File: config.mk
export PLATFORM = sky130hd
export DESIGN_NAME = host_serial_port
export DESIGN_NICKNAME = d
export VERILOG_FILES = /design/src/logic/host_port_pkg.sv /design/src/logic/reg_mem.sv /design/src/logic/host_serial_port.sv
export SDC_FILE = /design/constraint.sdc
export NUM_CORES = 1
export LEC_CHECK = 0
export BUFFER_PORTS_ARGS = -buffer_cell sky130_fd_sc_hd__buf_2
export CAP_MARGIN = 20
export CORE_MARGIN = 4
export CORE_UTILIZATION = 40
export DETAILED_ROUTE_END_ITERATION = 8
export PLACE_DENSITY = 0.58
export SLEW_MARGIN = 20
export SYNTH_ARGS = -nofsm -noshare
export SYNTH_HDL_FRONTEND = slang
export SYNTH_SLANG_ARGS = --single-unit
File: constraint.sdc
create_clock -name clk -period 7.75 [get_ports clk]
set_clock_uncertainty 0.15 [all_clocks]
set_input_delay 1.55 -clock clk [delete_from_list [all_inputs] [get_ports clk]]
set_output_delay 1.55 -clock clk [all_outputs]
set_load 0.01 [all_outputs]
File: src/logic/host_port_pkg.sv
// constants for the host serial register port
package host_port_pkg;
   localparam logic [7:0] ADDR_UNLOCK_A    = 8'h6B;
   localparam logic [7:0] ADDR_UNLOCK_B    = 8'h6D;
   localparam logic [7:0] ADDR_UNLOCK_C    = 8'h6F;
   localparam logic [7:0] ADDR_TEST_FIRST  = 8'h70;
   localparam logic [7:0] ADDR_TEST_LAST   = 8'h77;
   localparam int         UNLOCK_A_BIT     = 0;
   localparam int         UNLOCK_B_BIT     = 4;
   localparam int         UNLOCK_C_BIT     = 7;
   localparam logic [7:0] REG_RESET        = 8'h00;
   localparam int         READ_FLAG_BIT    = 7;
   localparam int         REG_ADDR_W       = 7;
   localparam logic [4:0] ADDR_LAST_BIT    = 5'h07;
   localparam logic [4:0] FRAME_LAST_BIT   = 5'h0F;

   typedef enum logic [2:0]
   {
      ST_ADDR  = 3'b000,
      ST_CMD   = 3'b001,
      ST_FETCH = 3'b010,
      ST_LOAD  = 3'b011,
      ST_TX    = 3'b100,
      ST_DONE  = 3'b101
   } port_state_e;
endpackage : host_port_pkg

File: src/logic/reg_mem.sv
// register storage, one write port, registered read
`timescale 1ns/1ps
`default_nettype none
module reg_mem
(
   // clock
   input  wire logic                                   clk,
   // write port
   input  wire logic                                   we,
   input  wire logic [host_port_pkg::REG_ADDR_W-1:0]   wr_addr,
   input  wire logic [7:0]                             wr_data,
   // read port
   input  wire logic [host_port_pkg::REG_ADDR_W-1:0]   rd_addr,
   output var  logic [7:0]                             rd_data
);
   import host_port_pkg::*;

   logic [7:0] mem [0:(1<<REG_ADDR_W)-1];

   initial
   begin
      for (int i = 0; i < (1<<REG_ADDR_W); i++)
      begin
         mem[i] = REG_RESET;
      end
   end

   always_ff @(posedge clk)
   begin
      if (we)
      begin
         mem[wr_addr] <= wr_data;
      end
      rd_data <= mem[rd_addr];
   end
endmodule : reg_mem
`default_nettype wire

File: src/logic/host_serial_port.sv
// host serial register port with factory test write lock
`timescale 1ns/1ps
`default_nettype none
// Notes on behaviour
// - three unlock bits: 0x6B bit0, 0x6D bit4, 0x6F bit7; read/write, reset zero
// - writes to 0x70..0x77 take effect only while all three unlock bits are set
// - 0x70 is an eight bit read/write test byte, reset zero
// - frame lands in a sixteen bit shift register, address then command, then decoded
// - an eight bit transmit register carries read data out on the data output
// - four link signals: clock, data in, data out, chip enable; host drives all but out
// - data in shifts on each rising serial clock edge of the address byte and, in a write, the command byte
// - bits accepted only while chip enable high; host holds it for the frame
// - read: address byte in, at most eight data bits back, MSB first
// - display RAM is never returned; reads reach registers only
module host_serial_port
(
   // clock and reset
   input  wire logic        clk,
   input  wire logic        rst,
   // serial link pins
   input  wire logic        serial_clk,
   input  wire logic        serial_data_in,
   input  wire logic        chip_enable,
   output var  logic        serial_data_out,
   // lock status
   output var  logic        test_unlocked
);
   import host_port_pkg::*;

   function automatic logic in_test_range(input logic [7:0] a);
      in_test_range = (a >= ADDR_TEST_FIRST) && (a <= ADDR_TEST_LAST);
   endfunction : in_test_range

   // pin synchronisers
   logic [1:0]  sck_sync;
   logic [1:0]  sdi_sync;
   logic [1:0]  ce_sync;
   logic        sck_prev;
   logic        sck_s;
   logic        sdi_s;
   logic        ce_s;
   logic        sck_rise;

   always_ff @(posedge clk)
   begin
      if (rst)
      begin
         sck_sync <= 2'h0;
         sdi_sync <= 2'h0;
         ce_sync  <= 2'h0;
         sck_prev <= 1'b0;
      end
      else
      begin
         sck_sync <= {sck_sync[0], serial_clk};
         sdi_sync <= {sdi_sync[0], serial_data_in};
         ce_sync  <= {ce_sync[0], chip_enable};
         sck_prev <= sck_sync[1];
      end
   end

   assign sck_s    = sck_sync[1];
   assign sdi_s    = sdi_sync[1];
   assign ce_s     = ce_sync[1];
   assign sck_rise = sck_s & ~sck_prev;

   // frame engine
   port_state_e state;
   port_state_e next_state;
   logic [15:0] shreg;
   logic [15:0] next_shreg;
   logic [4:0]  cnt;
   logic [4:0]  next_cnt;
   logic [7:0]  tx;
   logic [7:0]  next_tx;
   logic [7:0]  unlock_a;
   logic [7:0]  unlock_b;
   logic [7:0]  unlock_c;
   logic [7:0]  next_unlock_a;
   logic [7:0]  next_unlock_b;
   logic [7:0]  next_unlock_c;
   logic [7:0]  test_first;
   logic [7:0]  next_test_first;
   logic [7:0]  mem_rd;
   logic [7:0]  rd_mux;
   logic [7:0]  wr_addr;
   logic [7:0]  wr_data;
   logic        wr_go;
   logic        wr_ok;
   logic        mem_we;
   logic        unlocked;

   assign unlocked = unlock_a[UNLOCK_A_BIT] & unlock_b[UNLOCK_B_BIT]
                     & unlock_c[UNLOCK_C_BIT];
   assign test_unlocked = unlocked;

   // commit decode at sixteenth edge
   assign wr_addr = shreg[14:7];
   assign wr_data = {shreg[6:0], sdi_s};
   assign wr_go   = ce_s && sck_rise && (state == ST_CMD) && (cnt == FRAME_LAST_BIT);
   assign wr_ok   = !in_test_range(wr_addr) || unlocked;
   assign mem_we  = wr_go && wr_ok && (wr_addr != ADDR_UNLOCK_A)
                    && (wr_addr != ADDR_UNLOCK_B) && (wr_addr != ADDR_UNLOCK_C)
                    && (wr_addr != ADDR_TEST_FIRST);

   // registers only; no display memory path
   always_comb
   begin
      case (shreg[7:0] & 8'h7F)
         ADDR_UNLOCK_A: rd_mux = unlock_a;
         ADDR_UNLOCK_B: rd_mux = unlock_b;
         ADDR_UNLOCK_C: rd_mux = unlock_c;
         ADDR_TEST_FIRST: rd_mux = test_first;
         default:       rd_mux = mem_rd;
      endcase
   end

   reg_mem u_mem
   (
      .clk     (clk),
      .we      (mem_we),
      .wr_addr (wr_addr[REG_ADDR_W-1:0]),
      .wr_data (wr_data),
      .rd_addr (shreg[REG_ADDR_W-1:0]),
      .rd_data (mem_rd)
   );

   always_comb
   begin
      next_state    = state;
      next_shreg    = shreg;
      next_cnt      = cnt;
      next_tx       = tx;
      next_unlock_a = unlock_a;
      next_unlock_b = unlock_b;
      next_unlock_c = unlock_c;
      next_test_first = test_first;
      if (!ce_s)
      begin
         next_state = ST_ADDR;
         next_cnt   = 5'h00;
         next_tx    = 8'h00;
      end
      else
      begin
         case (state)
            ST_ADDR:
            begin
               if (sck_rise)
               begin
                  next_shreg = {shreg[14:0], sdi_s};
                  next_cnt   = cnt + 5'h01;
                  if (cnt == ADDR_LAST_BIT)
                  begin
                     next_state = shreg[READ_FLAG_BIT-1] ? ST_FETCH : ST_CMD;
                  end
               end
            end
            ST_CMD:
            begin
               if (sck_rise)
               begin
                  next_shreg = {shreg[14:0], sdi_s};
                  next_cnt   = cnt + 5'h01;
                  if (cnt == FRAME_LAST_BIT)
                  begin
                     next_state = ST_DONE;
                  end
               end
            end
            ST_FETCH: next_state = ST_LOAD;
            ST_LOAD:
            begin
               next_tx    = rd_mux;
               next_state = ST_TX;
            end
            ST_TX:
            begin
               if (sck_rise)
               begin
                  next_tx  = {tx[6:0], 1'b0};
                  next_cnt = cnt + 5'h01;
                  if (cnt == FRAME_LAST_BIT)
                  begin
                     next_state = ST_DONE;
                  end
               end
            end
            ST_DONE: next_state = ST_DONE;
            default: next_state = ST_ADDR;
         endcase
      end
      if (wr_go)
      begin
         if (wr_addr == ADDR_UNLOCK_A) next_unlock_a = wr_data;
         if (wr_addr == ADDR_UNLOCK_B) next_unlock_b = wr_data;
         if (wr_addr == ADDR_UNLOCK_C) next_unlock_c = wr_data;
         if ((wr_addr == ADDR_TEST_FIRST) && wr_ok) next_test_first = wr_data;
      end
   end

   always_ff @(posedge clk)
   begin
      if (rst)
      begin
         state    <= ST_ADDR;
         shreg    <= 16'h0000;
         cnt      <= 5'h00;
         tx       <= 8'h00;
         unlock_a <= REG_RESET;
         unlock_b <= REG_RESET;
         unlock_c <= REG_RESET;
         test_first <= REG_RESET;
      end
      else
      begin
         state    <= next_state;
         shreg    <= next_shreg;
         cnt      <= next_cnt;
         tx       <= next_tx;
         unlock_a <= next_unlock_a;
         unlock_b <= next_unlock_b;
         unlock_c <= next_unlock_c;
         test_first <= next_test_first;
      end
   end

   assign serial_data_out = tx[7];

   unlock_reset_a: assert property (@(posedge clk) disable iff (rst)
      $past(rst) |-> (unlocked == 1'b0) && (unlock_a == REG_RESET)
      && (test_first == REG_RESET))
      else $error("unlock bits not clear after reset");

   locked_range_a: assert property (@(posedge clk) disable iff (rst)
      (mem_we && in_test_range(wr_addr)) |-> unlocked)
      else $error("test range written while locked");

   first_test_lock_a: assert property (@(posedge clk) disable iff (rst)
      (wr_go && (wr_addr == ADDR_TEST_FIRST) && !unlocked)
      |=> (test_first == $past(test_first)))
      else $error("first test byte written while locked");

   commit_edge_a: assert property (@(posedge clk) disable iff (rst)
      mem_we |-> (state == ST_CMD) && (cnt == FRAME_LAST_BIT) && sck_rise && ce_s)
      else $error("write committed outside sixteenth edge");

   enable_drop_a: assert property (@(posedge clk) disable iff (rst)
      !ce_s |=> (state == ST_ADDR) && (cnt == 5'h00) && (tx == 8'h00))
      else $error("frame not dropped on enable low");

   shift_in_a: assert property (@(posedge clk) disable iff (rst)
      (ce_s && sck_rise && state == ST_ADDR) |=> (shreg[0] == $past(sdi_s)))
      else $error("data in not shifted on rising edge");

   addr_decode_a: assert property (@(posedge clk) disable iff (rst)
      (ce_s && sck_rise && state == ST_ADDR && cnt == ADDR_LAST_BIT)
      |=> (state == ($past(shreg[6]) ? ST_FETCH : ST_CMD)))
      else $error("address byte wrongly decoded");

   tx_load_a: assert property (@(posedge clk) disable iff (rst)
      (state == ST_FETCH && ce_s) ##1 (state == ST_LOAD && ce_s)
      |=> (state == ST_TX) && (tx == $past(rd_mux)))
      else $error("transmit register not loaded after address");

   tx_shift_a: assert property (@(posedge clk) disable iff (rst)
      (state == ST_TX && ce_s && sck_rise)
      |=> (serial_data_out == $past(tx[6])))
      else $error("read bit order wrong");

   quiet_out_a: assert property (@(posedge clk) disable iff (rst)
      (state == ST_CMD) |-> !serial_data_out)
      else $error("data out driven during write");
endmodule : host_serial_port
`default_nettype wire

==> impl_results.html <==
<table>
<tr><th>Metric</th><th>Value</th></tr>
<tr><th colspan="2">Placement</th></tr>
<tr><td>Count of input and output buffers</td><td>6</td></tr>
<tr><td>Setup slack at placement</td><td>about 3.5 ns</td></tr>
<tr><td>Post-placement cell area</td><td>44700 um2</td></tr>
<tr><td>Final estimated routing congestion in global placement</td><td>approximately 0.85</td></tr>
<tr><td>Final HPWL from detailed placement</td><td>60300 um</td></tr>
<tr><th colspan="2">Clock tree</th></tr>
<tr><td>Post-cts hold buffer count</td><td>0</td></tr>
<tr><td>Clk sink count</td><td>1102</td></tr>
<tr><td>Number of buffers on the longest clock path</td><td>3</td></tr>
<tr><td>Post-cts gate resize count</td><td>0</td></tr>
<tr><td>Worst-path clk slew</td><td>0.06 ns</td></tr>
<tr><td>Clock Latency Late Sink</td><td>0.69 ns</td></tr>
<tr><td>Number of buffers added by the clock tree synthesis step</td><td>between 100 and 150</td></tr>
<tr><td>H-tree level count</td><td>3</td></tr>
<tr><td>Clock tree from TritonCTS</td><td>yes</td></tr>
<tr><td>Root buffer cell</td><td>sky130_fd_sc_hd__clkbuf_16</td></tr>
<tr><td>Number of buffers inserted by post-CTS setup repair</td><td>0</td></tr>
<tr><th colspan="2">Floorplanning</th></tr>
<tr><td>Total die area</td><td>113000 um2</td></tr>
<tr><td>Die width</td><td>about 340 um</td></tr>
<tr><td>Starting Density</td><td>0.403</td></tr>
<tr><td>Die span in y</td><td>337 um</td></tr>
<tr><td>Row cnt</td><td>120</td></tr>
<tr><td>Core area</td><td>107000 um2</td></tr>
<tr><td>Number of top-level design ports</td><td>7</td></tr>
<tr><th colspan="2">Power and ir drop</th></tr>
<tr><td>Pint</td><td>0.00940 W</td></tr>
<tr><td>Reg power frac</td><td>0.549</td></tr>
<tr><td>Power density over the cells</td><td>242 nW/um2</td></tr>
<tr><td>Leakage power of the design</td><td>~15 nW</td></tr>
<tr><td>Switching part of the total power</td><td>0.195</td></tr>
<tr><td>Clk pwr share</td><td>0.449</td></tr>
<tr><td>Net switching power</td><td>0.00227 W</td></tr>
<tr><td>Worst IR Drop VDD</td><td>0.000181 V</td></tr>
<tr><td>Fraction of power consumed by combinational cells</td><td>0.002</td></tr>
<tr><th colspan="2">Route</th></tr>
<tr><td>Drt initial violations</td><td>2332</td></tr>
<tr><td>Met2 WL</td><td>about 48000 um</td></tr>
<tr><td>Number of antenna-violating nets in the routed design</td><td>0</td></tr>
<tr><td>Detailed-route via count</td><td>21.4k</td></tr>
<tr><td>Aggregate routed wire length</td><td>100000 um</td></tr>
<tr><td>Post-detailed-route wirelength per cell</td><td>26.4 um</td></tr>
<tr><td>Drt first pass iters</td><td>5</td></tr>
<tr><td>Met3 wire len</td><td>7160 um</td></tr>
<tr><td>Post-detailed-route DRC marker count</td><td>0</td></tr>
<tr><td>DR vias/cell</td><td>between 5 and 6</td></tr>
<tr><td>Top routing layer used</td><td>met4</td></tr>
<tr><td>Metal-1 WL</td><td>42900 um</td></tr>
<tr><th colspan="2">Setup path</th></tr>
<tr><td>Critical Path End Type</td><td>flop</td></tr>
<tr><td>Class of the most critical setup path</td><td>reg2reg</td></tr>
<tr><td>Largest fanout on the critical path</td><td>16</td></tr>
<tr><td>Startpoint class of the critical path</td><td>flop</td></tr>
<tr><td>Worst EP required</td><td>7.91 ns</td></tr>
<tr><td>Arrival time reported for the critical path endpoint</td><td>4.46 ns</td></tr>
<tr><td>Most prevalent standard cell on the critical path</td><td>sky130_fd_sc_hd__ha_1</td></tr>
<tr><td>Chain of cells forming the critical path</td><td>ha_1 -&gt; and3_1 -&gt; ha_1 -&gt; and3b_1 -&gt; nand4_2 -&gt; a21oi_2 -&gt; nand4_4 -&gt; nor2_1</td></tr>
<tr><td>Longest individual stage delay on the worst path</td><td>0.89 ns</td></tr>
<tr><td>Worst-path cell with the longest stage delay</td><td>sky130_fd_sc_hd__nor2_1</td></tr>
<tr><th colspan="2">GRT</th></tr>
<tr><td>GRT Resource Usage Total</td><td>0.177</td></tr>
<tr><td>Via count of the first global-routing pass</td><td>21.7k</td></tr>
<tr><td>Largest net degree at the start of global routing</td><td>~140</td></tr>
<tr><td>Number of antenna violations at the first check in global routing</td><td>2</td></tr>
<tr><td>Residual overflow from global routing</td><td>0</td></tr>
<tr><td>First-pass GRT wire length</td><td>148000 um</td></tr>
<tr><th colspan="2">STA</th></tr>
<tr><td>Final number of setup-violating endpoints</td><td>0</td></tr>
<tr><td>Max Clk Rate</td><td>0.232 GHz</td></tr>
<tr><td>Worst path setup slack after routing</td><td>3.44 ns</td></tr>
<tr><td>RSZ-0062 raised after global routing</td><td>false</td></tr>
<tr><td>Worst hold margin</td><td>0.291 ns</td></tr>
<tr><td>Normalized max-slew margin</td><td>0.264</td></tr>
<tr><td>Final setup TNS</td><td>0 ns</td></tr>
<tr><td>Fin. max-slew vios</td><td>0</td></tr>
<tr><td>Final min period</td><td>4.31 ns</td></tr>
<tr><td>Tightest Pin Transition</td><td>1.10 ns</td></tr>
<tr><td>Period Utilization, post-route</td><td>0.556</td></tr>
<tr><td>Final hold violations</td><td>0</td></tr>
<tr><th colspan="2">Worst hold path</th></tr>
<tr><td>Min-delay worst type</td><td>reg2reg</td></tr>
<tr><th colspan="2">Outcome</th></tr>
<tr><td>Status</td><td>completed</td></tr>
<tr><th colspan="2">Logic synthesis</th></tr>
<tr><td>Sequential-to-total area share from yosys stat</td><td>0.748</td></tr>
<tr><td>Most area-hungry cell type in the Yosys netlist</td><td>sky130_fd_sc_hd__edfxtp_1</td></tr>
<tr><td>Post-synthesis instance total</td><td>2267</td></tr>
<tr><td>Distinct cell type count of the synthesized netlist</td><td>61</td></tr>
<tr><td>Nets in the synthesized netlist</td><td>about 2.3k</td></tr>
<tr><td>Synth Flop Type</td><td>sky130_fd_sc_hd__edfxtp_1</td></tr>
<tr><td>Average footprint of a synthesized cell</td><td>19.1 um2</td></tr>
<tr><td>Fraction of post-synthesis cell area in the top cell type by area</td><td>0.712</td></tr>
<tr><td>Synthesized cell area</td><td>43200 um2</td></tr>
<tr><td>Share of synthesized flip-flops with an asynchronous set or reset</td><td>0</td></tr>
<tr><td>Number of synthesized flops with an enable pin</td><td>between 1k and 1.5k</td></tr>
<tr><td>Synthesis-stage register bit count</td><td>1102</td></tr>
<tr><td>Number of synthesis warnings</td><td>0</td></tr>
<tr><td>Top post-synthesis cells by area</td><td>sky130_fd_sc_hd__edfxtp_1 71%, sky130_fd_sc_hd__mux4_2 11%, sky130_fd_sc_hd__mux2i_1 4.5%</td></tr>
<tr><th colspan="2">Job</th></tr>
<tr><td>Max-Cap Viols</td><td>0</td></tr>
<tr><th colspan="2">Final layout</th></tr>
<tr><td>Total inserted antenna cells</td><td>0</td></tr>
<tr><td>Post-route cell area</td><td>48300 um2</td></tr>
<tr><td>Number of nets in the layout</td><td>2298</td></tr>
<tr><td>Signed area change from the synthesized netlist to the final layout</td><td>11.9%</td></tr>
<tr><td>Fraction of layout cells with a size suffix above 1</td><td>0.197</td></tr>
</table>
-- state kept, by name, indices dropped and copies added, names as in the netlist, 8 cells and up --
| register | cells |
|---|---|
| unlock_a | 8 |
| unlock_b | 8 |
| unlock_c | 8 |
| shreg | 15 |
| tx | 8 |
| u_mem.rd_data | 8 |
| test_first | 8 |
| u_mem.mem | 1024 |
-- worst paths after layout --
path / slack, ns / start / end / cells after the start
setup reg to reg: 3.44 / cnt[0] / u_mem.mem[115][2] / 8
hold / removal: 0.29 / ce_sync[0] / ce_sync[1] / 1
setup / recovery: 3.44 / cnt[0] / u_mem.mem[115][2] / 8
hold reg to reg: 0.29 / ce_sync[0] / ce_sync[1] / 1
-- Yosys cell counts (9+ instances only) --
cell	instances
sky130_fd_sc_hd__edfxtp_1	1024
sky130_fd_sc_hd__nor2_1	221
sky130_fd_sc_hd__mux4_2	208
sky130_fd_sc_hd__mux2i_1	193
sky130_fd_sc_hd__dfxtp_1	78
sky130_fd_sc_hd__buf_2	58
sky130_fd_sc_hd__nand2_1	48
sky130_fd_sc_hd__a21oi_1	42
sky130_fd_sc_hd__clkbuf_1	42
sky130_fd_sc_hd__nor2b_1	41
sky130_fd_sc_hd__a22oi_1	36
sky130_fd_sc_hd__nand3_1	25
sky130_fd_sc_hd__o21ai_0	25
sky130_fd_sc_hd__buf_4	22
sky130_fd_sc_hd__a211oi_1	19
sky130_fd_sc_hd__o22ai_1	19
sky130_fd_sc_hd__a221oi_1	16
sky130_fd_sc_hd__a31o_2	13
sky130_fd_sc_hd__a22o_1	12
sky130_fd_sc_hd__buf_1	11
sky130_fd_sc_hd__mux2_2	10
sky130_fd_sc_hd__nor3_1	9
-- kinds of logic (layout without fill, tap and decap cells) --
kind of cell	count (synthesis)	in the layout	share of synthesized area
xor gates and xnor gates	3	3	0.000608
DFF	1102	1102	0.748
AOI/OAI and AO/OA	218	218	0.0355
and+or+nand+nor	392	392	0.0433
adders and majority gates	2	2	0.000579
muxes	411	411	0.156
buffers and inverters	139	263	0.0160
-- through the flow --
step                      utilization  total power (W)  std cells
after global routing            0.451           0.0121       3794
after global placement          0.417          0.00656       3578
after CTS                       0.451           0.0118       3792
after floorplan                     -          0.00655       2267
after detailed placement        0.417          0.00656       3578
final                           0.451           0.0117       3794
-- critical path, delay by kind of cell (launching register included) --
kind	cells	cell delay, ns
compound gates	1	0.56
fa+ha+maj	2	0.39
flops	1	0.38
simple gates	5	2.41
-- layer usage --
layer	vias up	global-route usage
met5	-	0
met4	0	0.0554
met3	142	0.0399
met2	780	0.281
met1	11254	0.246
li1	9242	-
-- placed cells by master (no fill, tap or decap), types with 4 or more instances in the layout --
| cell type | instances |
|---|---|
| sky130_fd_sc_hd__buf_2 | 5 |
| sky130_fd_sc_hd__edfxtp_1 | 1024 |
| sky130_fd_sc_hd__a21o_1 | 5 |
| sky130_fd_sc_hd__nand4b_2 | 4 |
| sky130_fd_sc_hd__and3_1 | 7 |
| sky130_fd_sc_hd__a31o_2 | 13 |
| sky130_fd_sc_hd__nand2_1 | 48 |
| sky130_fd_sc_hd__inv_1 | 4 |
| sky130_fd_sc_hd__clkinv_1 | 25 |
| sky130_fd_sc_hd__buf_12 | 6 |
| sky130_fd_sc_hd__a211oi_1 | 19 |
| sky130_fd_sc_hd__buf_4 | 34 |
| sky130_fd_sc_hd__bufinv_16 | 8 |
| sky130_fd_sc_hd__and2_1 | 4 |
| sky130_fd_sc_hd__dfxtp_1 | 70 |
| sky130_fd_sc_hd__a22o_1 | 12 |
| sky130_fd_sc_hd__nor2_1 | 220 |
| sky130_fd_sc_hd__clkbuf_1 | 21 |
| sky130_fd_sc_hd__clkinvlp_4 | 6 |
| sky130_fd_sc_hd__nor3_1 | 9 |
| sky130_fd_sc_hd__nand2b_1 | 5 |
| sky130_fd_sc_hd__mux2i_1 | 193 |
| sky130_fd_sc_hd__dfxtp_4 | 8 |
| sky130_fd_sc_hd__a2111oi_0 | 8 |
| sky130_fd_sc_hd__a221oi_1 | 16 |
| sky130_fd_sc_hd__clkbuf_16 | 114 |
| sky130_fd_sc_hd__a21oi_1 | 42 |
| sky130_fd_sc_hd__o22ai_1 | 19 |
| sky130_fd_sc_hd__clkinv_2 | 28 |
| sky130_fd_sc_hd__a32o_1 | 4 |
| sky130_fd_sc_hd__o41ai_1 | 8 |
| sky130_fd_sc_hd__nor2b_1 | 41 |
| sky130_fd_sc_hd__a22oi_1 | 36 |
| sky130_fd_sc_hd__mux4_2 | 208 |
| sky130_fd_sc_hd__mux2_2 | 10 |
| sky130_fd_sc_hd__nand3_1 | 25 |
| sky130_fd_sc_hd__o21ai_0 | 25 |
-- area by class of cell --
| class | count | area, um2 |
|---|---|---|
| well taps | 1403 | 1760 |
| clock buffers | 137 | 2960 |
| repair buffers | 45 | 400 |
| fillers | 9058 | 58900 |
| clock inverters | 77 | 641 |
| flip-flops and latches | 1102 | 32300 |
| inverters | 4 | 15.0 |
| multi-input cells | 1026 | 10200 |
-- power groups by stage --
stage / registers [W] / logic (W) / clock network [W]
after global placement: 0.00654 / 0.0000211 / 0
after floorplan: 0.00654 / 0.0000115 / 0
after global routing: 0.00641 / 0.0000237 / 0.00563
final: 0.00641 / 0.0000213 / 0.00524
after detailed placement: 0.00654 / 0.0000217 / 0
after CTS: 0.00641 / 0.0000217 / 0.00535
Power figures use the tool's default switching activity.
